===== config.mk =====
export PLATFORM = sky130hd
export DESIGN_NAME = acte_ctrl
export DESIGN_NICKNAME = d
export VERILOG_FILES = /design/src/hw/acte_pkg.sv /design/src/hw/acte_ctrl.sv
export SDC_FILE = /design/constraint.sdc
export NUM_CORES = 1
export LEC_CHECK = 0
export BUFFER_PORTS_ARGS = -buffer_cell sky130_fd_sc_hd__buf_2
export CAP_MARGIN = 20
export CORE_MARGIN = 4
export CORE_UTILIZATION = 30
export CTS_BUF_LIST = sky130_fd_sc_hd__clkbuf_2
export CTS_CLUSTER_SIZE = 40
export DETAILED_ROUTE_END_ITERATION = 16
export PLACE_DENSITY = 0.5
export SLEW_MARGIN = 5
export SYNTH_ARGS = -nofsm -noshare
export SYNTH_HDL_FRONTEND = slang
export SYNTH_SLANG_ARGS = --single-unit

===== constraint.sdc =====
create_clock -name CORE_CLK -period 6.5 [get_ports CORE_CLK]
set_clock_uncertainty 0.2 [all_clocks]
set_input_delay 0.975 -clock CORE_CLK [delete_from_list [all_inputs] [get_ports CORE_CLK]]
set_output_delay 0.975 -clock CORE_CLK [all_outputs]
set_load 0.01 [all_outputs]

===== src/hw/acte_pkg.sv =====
// constants for the conversion timing and excitation control block
// assumes a 125 MHz core clock and an AXI4-Lite register master
// What the document specifies
// modulator clock is oscillator divided by four
// oscillator 1.024 MHz normal, 2.048 MHz fast
// filter settles within one conversion period
// rate and notches scale with oscillator
// continuous period between result_ready_n falling edges
// first conversion delayed 28.5 or 105 cycles
// continuous periods 51192 down to 1036 cycles
// single-shot time rounded up to whole cycle
// single-shot times per rate and mode table
// command latch moment depends on baud rate; here start latches when the command write completes
// magnitude field selects current, 000 disables
// two route fields, 000 leaves source unrouted
// host waits 200 us after setting magnitude
// sources stay on between shots, off on sleep
// bias on when magnitude nonzero, routed current flows
// burn-out sources 10 uA when enabled
// host enables burn-out only for fault checks
// result_ready_n falls per result, rises on read/start
// settings select mode, conversion mode and rate
package acte_pkg;
  // ************************************************************
  // register map (byte addresses)
  // ************************************************************
  localparam logic [7:0] ACTE_CFG_OFS = 8'h00;
  localparam logic [7:0] ACTE_EXC_OFS = 8'h04;
  localparam logic [7:0] ACTE_CMD_OFS = 8'h08;
  localparam logic [7:0] ACTE_STAT_OFS = 8'h0c;
  localparam logic [7:0] ACTE_IRQ_STAT_OFS = 8'h10;
  localparam logic [7:0] ACTE_IRQ_EN_OFS = 8'h14;
  localparam logic [7:0] ACTE_IRQ_CLR_OFS = 8'h18;
  localparam logic [7:0] ACTE_RESULT_OFS = 8'h1c;
  // ************************************************************
  // field positions
  // ************************************************************
  localparam int ACTE_CFG_FAST_BIT = 0;
  localparam int ACTE_CFG_SINGLE_BIT = 1;
  localparam int ACTE_CFG_RATE_LSB = 4;
  localparam int ACTE_EXC_MAG_LSB = 0;
  localparam int ACTE_EXC_R1_LSB = 4;
  localparam int ACTE_EXC_R2_LSB = 8;
  localparam int ACTE_EXC_BURN_BIT = 12;
  localparam int ACTE_CMD_START_BIT = 0;
  localparam int ACTE_CMD_SLEEP_BIT = 1;
  localparam int ACTE_IRQ_DONE_BIT = 0;
  localparam int ACTE_IRQ_START_BIT = 1;
  // ************************************************************
  // reset values
  // ************************************************************
  localparam logic [6:0] ACTE_CFG_RST = 7'h00;
  localparam logic [12:0] ACTE_EXC_RST = 13'h0000;
  localparam logic [1:0] ACTE_IRQ_EN_RST = 2'h0;
  // ************************************************************
  // timing: oscillator emulated by a fractional accumulator
  // ************************************************************
  localparam int ACTE_CORE_HZ = 125000000;
  localparam int ACTE_OSC_NORM_HZ = 1024000;
  localparam int ACTE_OSC_FAST_HZ = 2048000;
  localparam int ACTE_MOD_DIV = 4;
  // phase step per core cycle, in half oscillator periods (2^24 per half)
  localparam logic [31:0] ACTE_STEP_NORM =
    32'((64'(ACTE_OSC_NORM_HZ) * 2 * 64'h1000000) / ACTE_CORE_HZ);
  localparam logic [31:0] ACTE_STEP_FAST =
    32'((64'(ACTE_OSC_FAST_HZ) * 2 * 64'h1000000) / ACTE_CORE_HZ);
  // start delays in half oscillator periods
  localparam logic [17:0] ACTE_FIRST_HALF_NORM = 18'h00039; // 28.5 cycles
  localparam logic [17:0] ACTE_FIRST_HALF_FAST = 18'h000d2; // 105 cycles
  // conversion lengths in oscillator cycles, rate index 0 is the slowest
  localparam logic [16:0] ACTE_CONT_0 = 17'd51192;
  localparam logic [16:0] ACTE_CONT_1 = 17'd22780;
  localparam logic [16:0] ACTE_CONT_2 = 17'd11532;
  localparam logic [16:0] ACTE_CONT_3 = 17'd5916;
  localparam logic [16:0] ACTE_CONT_4 = 17'd3116;
  localparam logic [16:0] ACTE_CONT_5 = 17'd1724;
  localparam logic [16:0] ACTE_CONT_6 = 17'd1036;
  localparam logic [16:0] ACTE_SHOT_N_0 = 17'd51213;
  localparam logic [16:0] ACTE_SHOT_N_1 = 17'd22805;
  localparam logic [16:0] ACTE_SHOT_N_2 = 17'd11557;
  localparam logic [16:0] ACTE_SHOT_N_3 = 17'd5941;
  localparam logic [16:0] ACTE_SHOT_N_4 = 17'd3141;
  localparam logic [16:0] ACTE_SHOT_N_5 = 17'd1749;
  localparam logic [16:0] ACTE_SHOT_N_6 = 17'd1061;
  localparam logic [16:0] ACTE_SHOT_F_0 = 17'd51217;
  localparam logic [16:0] ACTE_SHOT_F_1 = 17'd22809;
  localparam logic [16:0] ACTE_SHOT_F_2 = 17'd11561;
  localparam logic [16:0] ACTE_SHOT_F_3 = 17'd5945;
  localparam logic [16:0] ACTE_SHOT_F_4 = 17'd3145;
  localparam logic [16:0] ACTE_SHOT_F_5 = 17'd1753;
  localparam logic [16:0] ACTE_SHOT_F_6 = 17'd1065;
  localparam int ACTE_EXC_STARTUP_US = 200;
  typedef enum logic [1:0] {ACTE_IDLE, ACTE_DELAY, ACTE_CONV} acte_state_t;
endpackage


===== src/hw/acte_ctrl.sv =====
// conversion sequencer, excitation gating and AXI4-Lite register slave
// assumes one 125 MHz clock and a master that keeps one write and one read open
//
// Design decisions made here: the AXI4-Lite slave port and the register addresses.
module acte_ctrl (
  input wire logic CORE_CLK,
  input wire logic RESET_N,
  input wire logic [7:0] S_AXI_AWADDR,
  input wire logic S_AXI_AWVALID,
  output logic S_AXI_AWREADY,
  input wire logic [31:0] S_AXI_WDATA,
  input wire logic [3:0] S_AXI_WSTRB,
  input wire logic S_AXI_WVALID,
  output logic S_AXI_WREADY,
  output logic [1:0] S_AXI_BRESP,
  output logic S_AXI_BVALID,
  input wire logic S_AXI_BREADY,
  input wire logic [7:0] S_AXI_ARADDR,
  input wire logic S_AXI_ARVALID,
  output logic S_AXI_ARREADY,
  output logic [31:0] S_AXI_RDATA,
  output logic [1:0] S_AXI_RRESP,
  output logic S_AXI_RVALID,
  input wire logic S_AXI_RREADY,
  output logic RESULT_READY_N,
  output logic MOD_CLK,
  output logic EXC_BIAS_ON,
  output logic [2:0] EXCITATION_MAGNITUDE,
  output logic [2:0] EXCITATION1_ROUTE,
  output logic [2:0] EXCITATION2_ROUTE,
  output logic BURNOUT_ENABLE,
  output logic IRQ
);
  // ************************************************************
  // state and helpers
  // ************************************************************
  typedef struct packed {
    logic aw_done;
    logic [7:0] aw_addr;
    logic w_done;
    logic [31:0] w_data;
    logic [3:0] w_strb;
    logic bvalid;
    logic [1:0] bresp;
    logic rvalid;
    logic [31:0] rdata;
    logic [1:0] rresp;
    logic [6:0] cfg;
    logic [12:0] exc;
    logic powered;
    logic [1:0] irq_stat;
    logic [1:0] irq_en;
    acte_pkg::acte_state_t st;
    logic [31:0] phase;
    logic [17:0] half_cnt;
    logic osc;
    logic [1:0] mod_div;
    logic mod_clk;
    logic rdy_n;
    logic [7:0] result_cnt;
  } acte_regs_t;

  acte_regs_t cur_r;
  acte_regs_t cur_nxt;

  // conversion length in oscillator cycles from rate index
  function automatic logic [16:0] acte_conv_len(input logic [2:0] rate,
                                                input logic single, input logic fast);
    logic [16:0] cont;
    logic [16:0] shot_n;
    logic [16:0] shot_f;
    begin
      case (rate)
        3'h0:
        begin
          cont = acte_pkg::ACTE_CONT_0;
          shot_n = acte_pkg::ACTE_SHOT_N_0;
          shot_f = acte_pkg::ACTE_SHOT_F_0;
        end
        3'h1:
        begin
          cont = acte_pkg::ACTE_CONT_1;
          shot_n = acte_pkg::ACTE_SHOT_N_1;
          shot_f = acte_pkg::ACTE_SHOT_F_1;
        end
        3'h2:
        begin
          cont = acte_pkg::ACTE_CONT_2;
          shot_n = acte_pkg::ACTE_SHOT_N_2;
          shot_f = acte_pkg::ACTE_SHOT_F_2;
        end
        3'h3:
        begin
          cont = acte_pkg::ACTE_CONT_3;
          shot_n = acte_pkg::ACTE_SHOT_N_3;
          shot_f = acte_pkg::ACTE_SHOT_F_3;
        end
        3'h4:
        begin
          cont = acte_pkg::ACTE_CONT_4;
          shot_n = acte_pkg::ACTE_SHOT_N_4;
          shot_f = acte_pkg::ACTE_SHOT_F_4;
        end
        3'h5:
        begin
          cont = acte_pkg::ACTE_CONT_5;
          shot_n = acte_pkg::ACTE_SHOT_N_5;
          shot_f = acte_pkg::ACTE_SHOT_F_5;
        end
        // index 7 is treated as the fastest rate
        default:
        begin
          cont = acte_pkg::ACTE_CONT_6;
          shot_n = acte_pkg::ACTE_SHOT_N_6;
          shot_f = acte_pkg::ACTE_SHOT_F_6;
        end
      endcase
      // single-shot times hold the latch overhead, already whole cycles
      if (!single)
        acte_conv_len = cont;
      else if (fast)
        acte_conv_len = shot_f;
      else
        acte_conv_len = shot_n;
    end
  endfunction

  // byte-lane merge shared by every writable register
  function automatic logic [31:0] acte_merge(input logic [31:0] old,
                                             input logic [31:0] wd, input logic [3:0] st);
    logic [31:0] r;
    begin
      r = old;
      for (int i = 0; i < 4; i++)
        if (st[i])
          r[i*8 +: 8] = wd[i*8 +: 8];
      acte_merge = r;
    end
  endfunction

  logic wr_go;
  logic rd_go;
  logic [31:0] wval;
  logic start_cmd;
  logic sleep_cmd;
  logic osc_tick;
  logic [32:0] phase_sum;
  logic [2:0] rate;
  logic fast;
  logic single;
  logic done_ev;
  logic start_ev;
  logic result_read;

  assign rate = cur_r.cfg[acte_pkg::ACTE_CFG_RATE_LSB +: 3];
  assign fast = cur_r.cfg[acte_pkg::ACTE_CFG_FAST_BIT];
  assign single = cur_r.cfg[acte_pkg::ACTE_CFG_SINGLE_BIT];
  assign wr_go = cur_r.aw_done && cur_r.w_done && !cur_r.bvalid;
  assign rd_go = S_AXI_ARVALID && !cur_r.rvalid;

  // ************************************************************
  // next-state logic
  // ************************************************************
  always_comb
  begin
    cur_nxt = cur_r;
    wval = acte_merge(32'h0, cur_r.w_data, cur_r.w_strb);
    start_cmd = 1'b0;
    sleep_cmd = 1'b0;
    done_ev = 1'b0;
    start_ev = 1'b0;
    result_read = 1'b0;
    // address and data taken in either order
    if (S_AXI_AWVALID && !cur_r.aw_done)
    begin
      cur_nxt.aw_done = 1'b1;
      cur_nxt.aw_addr = S_AXI_AWADDR;
    end
    if (S_AXI_WVALID && !cur_r.w_done)
    begin
      cur_nxt.w_done = 1'b1;
      cur_nxt.w_data = S_AXI_WDATA;
      cur_nxt.w_strb = S_AXI_WSTRB;
    end
    if (cur_r.bvalid && S_AXI_BREADY)
      cur_nxt.bvalid = 1'b0;
    if (cur_r.rvalid && S_AXI_RREADY)
      cur_nxt.rvalid = 1'b0;
    // write decode; settings steer the timing
    if (wr_go)
    begin
      cur_nxt.aw_done = 1'b0;
      cur_nxt.w_done = 1'b0;
      cur_nxt.bvalid = 1'b1;
      cur_nxt.bresp = 2'b00;
      if (cur_r.aw_addr == acte_pkg::ACTE_CFG_OFS)
        cur_nxt.cfg = 7'(acte_merge(32'(cur_r.cfg), cur_r.w_data, cur_r.w_strb));
      else if (cur_r.aw_addr == acte_pkg::ACTE_EXC_OFS)
        cur_nxt.exc = 13'(acte_merge(32'(cur_r.exc), cur_r.w_data, cur_r.w_strb));
      else if (cur_r.aw_addr == acte_pkg::ACTE_CMD_OFS)
      begin
        start_cmd = wval[acte_pkg::ACTE_CMD_START_BIT];
        sleep_cmd = wval[acte_pkg::ACTE_CMD_SLEEP_BIT];
      end
      else if (cur_r.aw_addr == acte_pkg::ACTE_IRQ_EN_OFS)
        cur_nxt.irq_en = 2'(acte_merge(32'(cur_r.irq_en), cur_r.w_data, cur_r.w_strb));
      else if (cur_r.aw_addr == acte_pkg::ACTE_IRQ_CLR_OFS)
        cur_nxt.irq_stat = cur_r.irq_stat & ~wval[1:0];
      else if (cur_r.aw_addr != acte_pkg::ACTE_STAT_OFS
               && cur_r.aw_addr != acte_pkg::ACTE_IRQ_STAT_OFS
               && cur_r.aw_addr != acte_pkg::ACTE_RESULT_OFS)
        cur_nxt.bresp = 2'b10; // unmapped address
    end
    // read decode; one cycle to answer
    if (rd_go)
    begin
      cur_nxt.rvalid = 1'b1;
      cur_nxt.rresp = 2'b00;
      cur_nxt.rdata = 32'h0;
      if (S_AXI_ARADDR == acte_pkg::ACTE_CFG_OFS)
        cur_nxt.rdata = 32'(cur_r.cfg);
      else if (S_AXI_ARADDR == acte_pkg::ACTE_EXC_OFS)
        cur_nxt.rdata = 32'(cur_r.exc);
      else if (S_AXI_ARADDR == acte_pkg::ACTE_CMD_OFS)
        cur_nxt.rdata = 32'h0;
      else if (S_AXI_ARADDR == acte_pkg::ACTE_STAT_OFS)
        cur_nxt.rdata = {28'h0, cur_r.powered, ~cur_r.rdy_n, cur_r.st};
      else if (S_AXI_ARADDR == acte_pkg::ACTE_IRQ_STAT_OFS)
        cur_nxt.rdata = 32'(cur_r.irq_stat);
      else if (S_AXI_ARADDR == acte_pkg::ACTE_IRQ_EN_OFS)
        cur_nxt.rdata = 32'(cur_r.irq_en);
      else if (S_AXI_ARADDR == acte_pkg::ACTE_IRQ_CLR_OFS)
        cur_nxt.rdata = 32'h0;
      else if (S_AXI_ARADDR == acte_pkg::ACTE_RESULT_OFS)
      begin
        cur_nxt.rdata = 32'(cur_r.result_cnt);
        result_read = 1'b1;
      end
      else
        cur_nxt.rresp = 2'b10;
    end
    // oscillator: accumulator emits half-period ticks at mode rate
    // limitation: ticks land on core edges, so each half period jitters by one cycle
    phase_sum = {1'b0, cur_r.phase} +
      {1'b0, fast ? acte_pkg::ACTE_STEP_FAST : acte_pkg::ACTE_STEP_NORM};
    osc_tick = phase_sum[24];
    cur_nxt.phase = {8'h0, phase_sum[23:0]};
    if (osc_tick)
    begin
      cur_nxt.osc = ~cur_r.osc;
      // modulator toggles every 2 oscillator cycles -> divide by four
      if (cur_r.osc)
      begin
        cur_nxt.mod_div = cur_r.mod_div + 2'h1;
        if (cur_r.mod_div[0])
          cur_nxt.mod_clk = ~cur_r.mod_clk;
      end
    end
    // excitation power follows magnitude, dropped by sleep
    if (sleep_cmd)
      cur_nxt.powered = 1'b0;
    else if (wr_go && cur_r.aw_addr == acte_pkg::ACTE_EXC_OFS)
      cur_nxt.powered = 1'b1;
    // conversion sequencer; counts half oscillator periods
    case (cur_r.st)
      acte_pkg::ACTE_IDLE:
        ;
      acte_pkg::ACTE_DELAY:
        if (osc_tick)
        begin
          if (cur_r.half_cnt <= 18'h1)
          begin
            cur_nxt.st = acte_pkg::ACTE_CONV;
            cur_nxt.half_cnt = {acte_conv_len(rate, 1'b0, fast), 1'b0};
          end
          else
            cur_nxt.half_cnt = cur_r.half_cnt - 18'h1;
        end
      default:
        if (osc_tick)
        begin
          if (cur_r.half_cnt <= 18'h1)
          begin
            // full result ready after one period, filter settled
            done_ev = 1'b1;
            cur_nxt.rdy_n = 1'b0;
            cur_nxt.result_cnt = cur_r.result_cnt + 8'h1;
            if (single)
              cur_nxt.st = acte_pkg::ACTE_IDLE;
            else
              cur_nxt.half_cnt = {acte_conv_len(rate, 1'b0, fast), 1'b0};
          end
          else
          begin
            cur_nxt.half_cnt = cur_r.half_cnt - 18'h1;
            // back high one oscillator cycle into the next conversion
            if (cur_r.half_cnt[17:1] == acte_conv_len(rate, 1'b0, fast) - 17'd1)
              cur_nxt.rdy_n = 1'b1;
          end
        end
    endcase
    if (result_read)
      cur_nxt.rdy_n = 1'b1;
    // start latched when the command write completes
    if (start_cmd)
    begin
      start_ev = 1'b1;
      cur_nxt.rdy_n = 1'b1;
      if (single)
      begin
        cur_nxt.st = acte_pkg::ACTE_CONV;
        cur_nxt.half_cnt = {acte_conv_len(rate, 1'b1, fast), 1'b0};
      end
      else
      begin
        cur_nxt.st = acte_pkg::ACTE_DELAY;
        cur_nxt.half_cnt = fast ? acte_pkg::ACTE_FIRST_HALF_FAST
                                : acte_pkg::ACTE_FIRST_HALF_NORM;
      end
    end
    else if (sleep_cmd)
      cur_nxt.st = acte_pkg::ACTE_IDLE;
    // sticky events; set wins over a clear in the same cycle
    if (done_ev)
      cur_nxt.irq_stat[acte_pkg::ACTE_IRQ_DONE_BIT] = 1'b1;
    if (start_ev)
      cur_nxt.irq_stat[acte_pkg::ACTE_IRQ_START_BIT] = 1'b1;
  end

  // ************************************************************
  // state register
  // ************************************************************
  always_ff @(posedge CORE_CLK or negedge RESET_N)
  begin
    if (!RESET_N)
    begin
      cur_r <= '0;
      cur_r.cfg <= acte_pkg::ACTE_CFG_RST;
      cur_r.exc <= acte_pkg::ACTE_EXC_RST;
      cur_r.irq_en <= acte_pkg::ACTE_IRQ_EN_RST;
      cur_r.st <= acte_pkg::ACTE_IDLE;
      cur_r.rdy_n <= 1'b1;
    end
    else
      cur_r <= cur_nxt;
  end

  // ************************************************************
  // outputs
  // ************************************************************
  // channel readies are combinational, payloads from flops
  assign S_AXI_AWREADY = !cur_r.aw_done;
  assign S_AXI_WREADY = !cur_r.w_done;
  assign S_AXI_BVALID = cur_r.bvalid;
  assign S_AXI_BRESP = cur_r.bresp;
  assign S_AXI_ARREADY = !cur_r.rvalid;
  assign S_AXI_RVALID = cur_r.rvalid;
  assign S_AXI_RDATA = cur_r.rdata;
  assign S_AXI_RRESP = cur_r.rresp;
  assign RESULT_READY_N = cur_r.rdy_n;
  assign MOD_CLK = cur_r.mod_clk;
  // source on only when magnitude nonzero and not asleep
  assign EXC_BIAS_ON = cur_r.powered && (cur_r.exc[acte_pkg::ACTE_EXC_MAG_LSB +: 3] != 3'h0);
  assign EXCITATION_MAGNITUDE = EXC_BIAS_ON ? cur_r.exc[acte_pkg::ACTE_EXC_MAG_LSB +: 3] : 3'h0;
  // zero route means unrouted; both may share a pin
  assign EXCITATION1_ROUTE = EXC_BIAS_ON ? cur_r.exc[acte_pkg::ACTE_EXC_R1_LSB +: 3] : 3'h0;
  assign EXCITATION2_ROUTE = EXC_BIAS_ON ? cur_r.exc[acte_pkg::ACTE_EXC_R2_LSB +: 3] : 3'h0;
  assign BURNOUT_ENABLE = cur_r.exc[acte_pkg::ACTE_EXC_BURN_BIT];
  assign IRQ = |(cur_r.irq_stat & cur_r.irq_en);
endmodule


==> out/qor.yml, run 1 <==
die_area_mm2: 0.0270
p_leak_nw: 3.57
rr_endpoint: "cur_r[22]$_DFFE_PN0P_"
clk_path_buf_depth: 2
ctsResizeCount: 0
overflow: 0
clk_pin_slew_ns: 0.22
ir_drop_v: 0.000235
outcome: "finished clean"
period_needed_ns: 3.82
synthSimpleGateAreaFrac_pct: 17.2
grt_pass1_vias: 5448
setup_viol: 0
worst_hold_path_type: "in -> async"
p_per_area_mw_per_mm2: 419
min_period_over_period_pct: 58.8
synth-adder-area-share_pct: 3.34
grt_antenna_before_repair: 1
fill_cells: 2487
worstReg2RegStart: "cur_r[83]$_DFFE_PN0P_"
die_x_um: 164
fp.coreArea_mm2: 0.0238
rrSetupSlack_ns: 2.68
synth_area_mm2: 0.00734
synth_top_area_share_pct: 41.6
synth_top_family_by_area: "simple AND/OR/NAND/NOR gates"
wl_per_cell_um: 16.9
worst_pin_slew_ns: 0.940
first_iter_violations: 348
cts_hold_buf: 0
synth.area.mux_share_pct: 9.29
yosysTopAreaCell: "dfrtp_1"
grt_pass1_wl_um: 30400
fmax_mhz: 262
maxCapViolCount: 0
yosys_register_bits: 123
antenna_left: 0
cts_made_buffers: 17
nets: 871
area_growth_pct: 9.84
worst_setup_path_start_kind: "flop"
synth_cell_types: 80
vias: 5632
p_total_mw: 3.38
initial_utilization_pct: 30.9
die_h_um: 164
yosysWarnings: 0
grt_max_degree: 90
synthArstFlopShare_pct: 100
cp_max_fo: 14
cp-end-kind: "flop"
cts_root_buffer: "clkbuf_2"
drive_gt1_share_pct: 22.5
tns_ns: 0
gp_congestion: 0.817
cts_setup_buffers: 0
cts_tree: "yes"
synth_area_leaders: "dfrtp_1 (42%), mux2_2 (7.5%), buf_4 (3.7%)"
r2r_cells: 8
synth_edf_count: 0
slew_headroom_pct: 37.2
via_per_inst: 5.00
synthCells: 746
crit_required_ns: 6.93
synthXorXnorAreaFrac_pct: 4.65
num_rows: 56
drt_wl_total_um: 19000
syn_avg_cell_area_um2: 9.84
yosysSeqAreaShare_pct: 42.0
rsz0062_at_grt: "no"
dr.pass1.iters: 5
synth_compound_area_share_pct: 16.4
io_pins: 114
gr-usage-all-layers_pct: 14.2
clk_latency_ns: 0.69
yosys_most_used_dff: "dfrtp_1"
critical_path_class: "reg -> reg"
cts.sinks: 123
dp_hpwl_um: 13500
io_buffer_count: 71
hold_violations: 0
maxSlewViolCount: 0
arrival_ns: 4.25
drc: 0
htree_levels: 4
-- power by group --
part | switching [mW] | total (mW) | internal, mW
clock network | 0.338 | 0.523 | 0.185
registers | 0.277 | 1.28 | 0.999
logic | 0.895 | 1.58 | 0.684
-- state kept, by name (all words and copies together), names as in the netlist --
register / count
MOD_CLK: 1
S_AXI_BVALID: 1
S_AXI_RDATA: 13
S_AXI_BRESP: 1
BURNOUT_ENABLE: 1
RESULT_READY_N: 1
S_AXI_RVALID: 1
cur_r: 103
S_AXI_RRESP: 1
-- cell usage after synthesis (5+ instances only) --
master	n
buf_4	36
nand4_1	9
a21oi_1	38
o31a_1	5
or3_1	5
a22oi_1	8
nor3_1	19
o21ai_0	36
a22o_1	6
mux2i_1	13
inv_1	28
o2111ai_1	5
a31oi_1	12
o211ai_1	10
a211oi_1	6
ha_1	18
nand3b_1	6
nor3b_1	11
dfrtp_1	122
and2_1	10
xor2_1	16
nand3_1	27
nand2_1	65
xnor2_1	23
clkbuf_1	26
nor2b_1	10
mux2_2	49
nor2_1	38
o21a_1	5
-- critical path, stage by stage (launching register included) --
cell      delay (ns)
dfrtp_1         0.76
inv_1           0.39
ha_1            0.37
or4_4           0.56
o32ai_4         0.38
a211oi_2        0.21
o21ai_2         0.53
o21ai_0         0.21
a22oi_1         0.17
-- cells in the final DEF, fill, tap and decap left out, types with 18 or more instances in the layout --
cell type / netlist / final
nor3_1: 19 / 19
a21oi_1: 38 / 38
dfrtp_1: 122 / 122
nand2_1: 65 / 65
mux2_2: 49 / 49
conb_1: 1 / 21
ha_1: 18 / 18
nand3_1: 27 / 27
xnor2_1: 23 / 23
inv_1: 28 / 28
nor2_1: 38 / 38
o21ai_0: 36 / 36
buf_2: 4 / 70
-- worst max path at each step --
stage	from	slack, ns	cells after the start	to
floorplan	cur_r[83]$_DFFE_PN0P_	3.45	9	cur_r[64]$_DFFE_PN0P_
detailed placement	cur_r[83]$_DFFE_PN0P_	2.58	8	cur_r[22]$_DFFE_PN0P_
CTS	cur_r[83]$_DFFE_PN0P_	2.56	8	cur_r[22]$_DFFE_PN0P_
global route	cur_r[83]$_DFFE_PN0P_	2.35	8	cur_r[22]$_DFFE_PN0P_
finish	cur_r[83]$_DFFE_PN0P_	2.68	8	cur_r[22]$_DFFE_PN0P_
global placement	cur_r[83]$_DFFE_PN0P_	2.65	8	cur_r[22]$_DFFE_PN0P_
-- routing by layer --
metal	share of wire, %	global-route usage (%)	up-vias
li1	-	-	2750
met1	51	21.4	2747
met2	43	20.9	116
met3	4.2	2.99	19
met4	1.4	3.55	0
met5	0	0	-
-- cells by family after synthesis --
group / count (synthesis)
DFF: 123
AOI/OAI and AO/OA: 171
buffers and inverters: 98
muxes: 62
other: 1
xor gates and xnor gates: 39
and+or+nand+nor: 233
adders and majority gates: 19
-- stage by stage --
stage          util, %  std cells  setup WS [ns]  area [um2]  hold WS [ns]
2_1_floorplan        -        766           3.45        7410         0.231
3_3_place_gp      32.9       1093           2.65        7810         0.245
3_5_place_dp      32.9       1093           2.58        7810         0.246
4_1_cts           33.9       1125           2.56        8060        0.0995
5_1_grt           33.9       1126           2.35        8060        0.0982
6_report          33.9       1126           2.68        8060         0.108
-- cell type report --
class | instances | area [um2] | share of cell area [%]
Clock inverter | 15 | 164 | 2.03
Timing Repair Buffer | 78 | 414 | 5.14
Sequential cell | 123 | 3080 | 38.2
Tap cell | 319 | 399 | 4.95
Antenna cell | 1 | 2.50 | 0.0310
Inverter | 28 | 105 | 1.30
Multi-Input combinational cell | 545 | 3810 | 47.3
Clock buffer | 17 | 85.1 | 1.06
(Power assumes the default switching activity.)
==> run 2, diff against run 1 <==
--- a/config.mk
+++ b/config.mk
@@ -12,7 +12,7 @@
 export CTS_BUF_LIST = sky130_fd_sc_hd__clkbuf_2
 export CTS_CLUSTER_SIZE = 40
 export DETAILED_ROUTE_END_ITERATION = 16
-export PLACE_DENSITY = 0.5
+export PLACE_DENSITY = 0.51
 export SLEW_MARGIN = 5
 export SYNTH_ARGS = -nofsm -noshare
 export SYNTH_HDL_FRONTEND = slang
==> constraint.sdc (replaced) <==
create_clock -name CORE_CLK -period 3.5 [get_ports CORE_CLK]
set_clock_uncertainty 0.2 [all_clocks]
set_input_delay 0.525 -clock CORE_CLK [delete_from_list [all_inputs] [get_ports CORE_CLK]]
set_output_delay 0.525 -clock CORE_CLK [all_outputs]
set_load 0.01 [all_outputs]
==> run 2 against run 1 <==
Compared with the run above:
- die area did not move
- non-clock buffer count increased by 50
- final cell count up 4.4%
- power up 89%
- sequential share of layout area is 2.0 points lower
==> out/qor.yml, run 2 (synthesis gave the netlist of run 1 again) <==
rr_endpoint: "cur_r[16]$_DFFE_PN0P_"
critical_path_class: "reg -> reg"
area_growth_pct: 15.8
cts_root_buffer: "clkbuf_2"
fp.coreArea_mm2: 0.0238
antenna_left: 0
p_per_area_mw_per_mm2: 750
tns_ns: 0
dp_hpwl_um: 14200
grt_pass1_vias: 5593
cp-end-kind: "flop"
min_period_over_period_pct: 88.3
grt_pass1_wl_um: 31200
final_common_cell: "dfrtp_1"
slew_headroom_pct: 45.8
worst_pin_slew_ns: 0.811
htree_levels: 4
cts_made_buffers: 17
post_dp_cell_area_mm2: 0.00796
io_pins: 114
drive_gt1_share_pct: 23.4
initial_utilization_pct: 30.9
grt_antenna_before_repair: 1
ir_drop_v: 0.000269
worstReg2RegStart: "cur_r[83]$_DFFE_PN0P_"
clk_latency_ns: 0.71
num_rows: 56
outcome: "finished clean"
final_cells: 1176
period_needed_ns: 3.09
hold_depth: 4
cts_tree: "yes"
worst_hold_path_type: "in -> reg"
final_cell_mix: "dfrtp_1 (122), buf_2 (70), nand2_1 (65)"
crit_required_ns: 3.87
overflow: 0
cts.sinks: 123
maxCapViolCount: 0
hold_violations: 0
clk_path_buf_depth: 2
largest_reg_flops: 103
rrSetupSlack_ns: 0.41
die_area_mm2: 0.0270
io_buffer_count: 71
hold_end: "S_AXI_RRESP[1]$_DFFE_PN0P_"
setup_viol: 0
ctsResizeCount: 0
post-route-cell-area_mm2: 0.00850
die_h_um: 164
regMostFlops: "cur_r"
cp_max_fo: 15
dr.pass1.iters: 4
nets: 921
grt_max_degree: 72
first_iter_violations: 386
maxSlewViolCount: 0
wl_per_cell_um: 16.7
drt_wl_total_um: 19700
r2r_cells: 8
drc: 0
via_per_inst: 5.00
p_leak_nw: 3.78
dpl.cell_count: 1113
clk_pin_slew_ns: 0.20
worst_setup_path_start_kind: "flop"
vias: 5875
rsz0062_at_grt: "no"
arrival_ns: 3.46
gp_congestion: 0.863
fmax_mhz: 323
gr-usage-all-layers_pct: 14.7
die_x_um: 164
holdCritStartpoint: "S_AXI_ARADDR[1]"
-- run 2: changes by cell type in the layout (fill, tap and decap cells not counted) --
cell,delta
dlygate4sd3_1,+30
buf_4,+20
inv_6,-3
clkinvlp_4,+2
clkinv_1,+1
clkinv_2,+1
inv_8,-1
-- run 2: worst max-delay path by stage --
stage / depth (start not counted) / end / from
finish: 8 / cur_r[16]$_DFFE_PN0P_ / cur_r[83]$_DFFE_PN0P_
global route: 8 / cur_r[21]$_DFFE_PN0P_ / cur_r[83]$_DFFE_PN0P_
CTS: 8 / cur_r[16]$_DFFE_PN0P_ / cur_r[83]$_DFFE_PN0P_
detailed placement: 8 / cur_r[16]$_DFFE_PN0P_ / cur_r[83]$_DFFE_PN0P_
global placement: 8 / cur_r[16]$_DFFE_PN0P_ / cur_r[83]$_DFFE_PN0P_
floorplan: 9 / cur_r[64]$_DFFE_PN0P_ / cur_r[83]$_DFFE_PN0P_
-- run 2: final cells by class --
type,instances,area (um2)
antenna,1,2.50
clock buffer,17,85.1
clock inverter,15,150
fill,2422,15300
inverter,28,105
multi-input combinational,545,3810
sequential,123,3080
tap,319,399
timing repair buffer,128,865
-- run 2: repair_timing --
action / in CTS / in global routing
hold buffers: 30 / 0
hold endpoints to repair: 97 / 0
setup buffers: 0 / 0
-- run 2: stage by stage --
stage / setup WS [ns] / power, mW / hold WS, ns / util [%]
3_5_place_dp: 0.412 / 5.45 / 0.255 / 33.5
4_1_cts: 0.372 / 6.41 / 0.0118 / 35.8
2_1_floorplan: 0.445 / 4.55 / 0.0294 / -
5_1_grt: 0.178 / 6.89 / 0.0116 / 35.8
6_report: 0.409 / 6.37 / 0.0607 / 35.8
3_3_place_gp: 0.430 / 5.42 / 0.257 / 33.5
-- run 2: critical path, stage by stage (launching register included) --
cell,delay (ns)
dfrtp_1,0.38
inv_1,0.20
fa_1,0.47
nor2b_1,0.25
o32ai_4,0.17
a211o_2,0.41
a21boi_4,0.55
mux2i_1,0.25
a21oi_1,0.08
-- run 2: per-layer routing --
metal,track usage (%),vias to the layer above,routed length (um)
met5,0,-,0
met4,3.18,0,172
met3,2.70,12,820
met2,21.5,121,8600
met1,22.4,2897,10100
li1,-,2845,-
-- run 2: power breakdown --
part / internal, mW / total (mW) / switching [mW]
Clock: 0.326 / 0.922 / 0.595
Combinational: 1.40 / 3.12 / 1.72
Sequential: 1.86 / 2.33 / 0.477
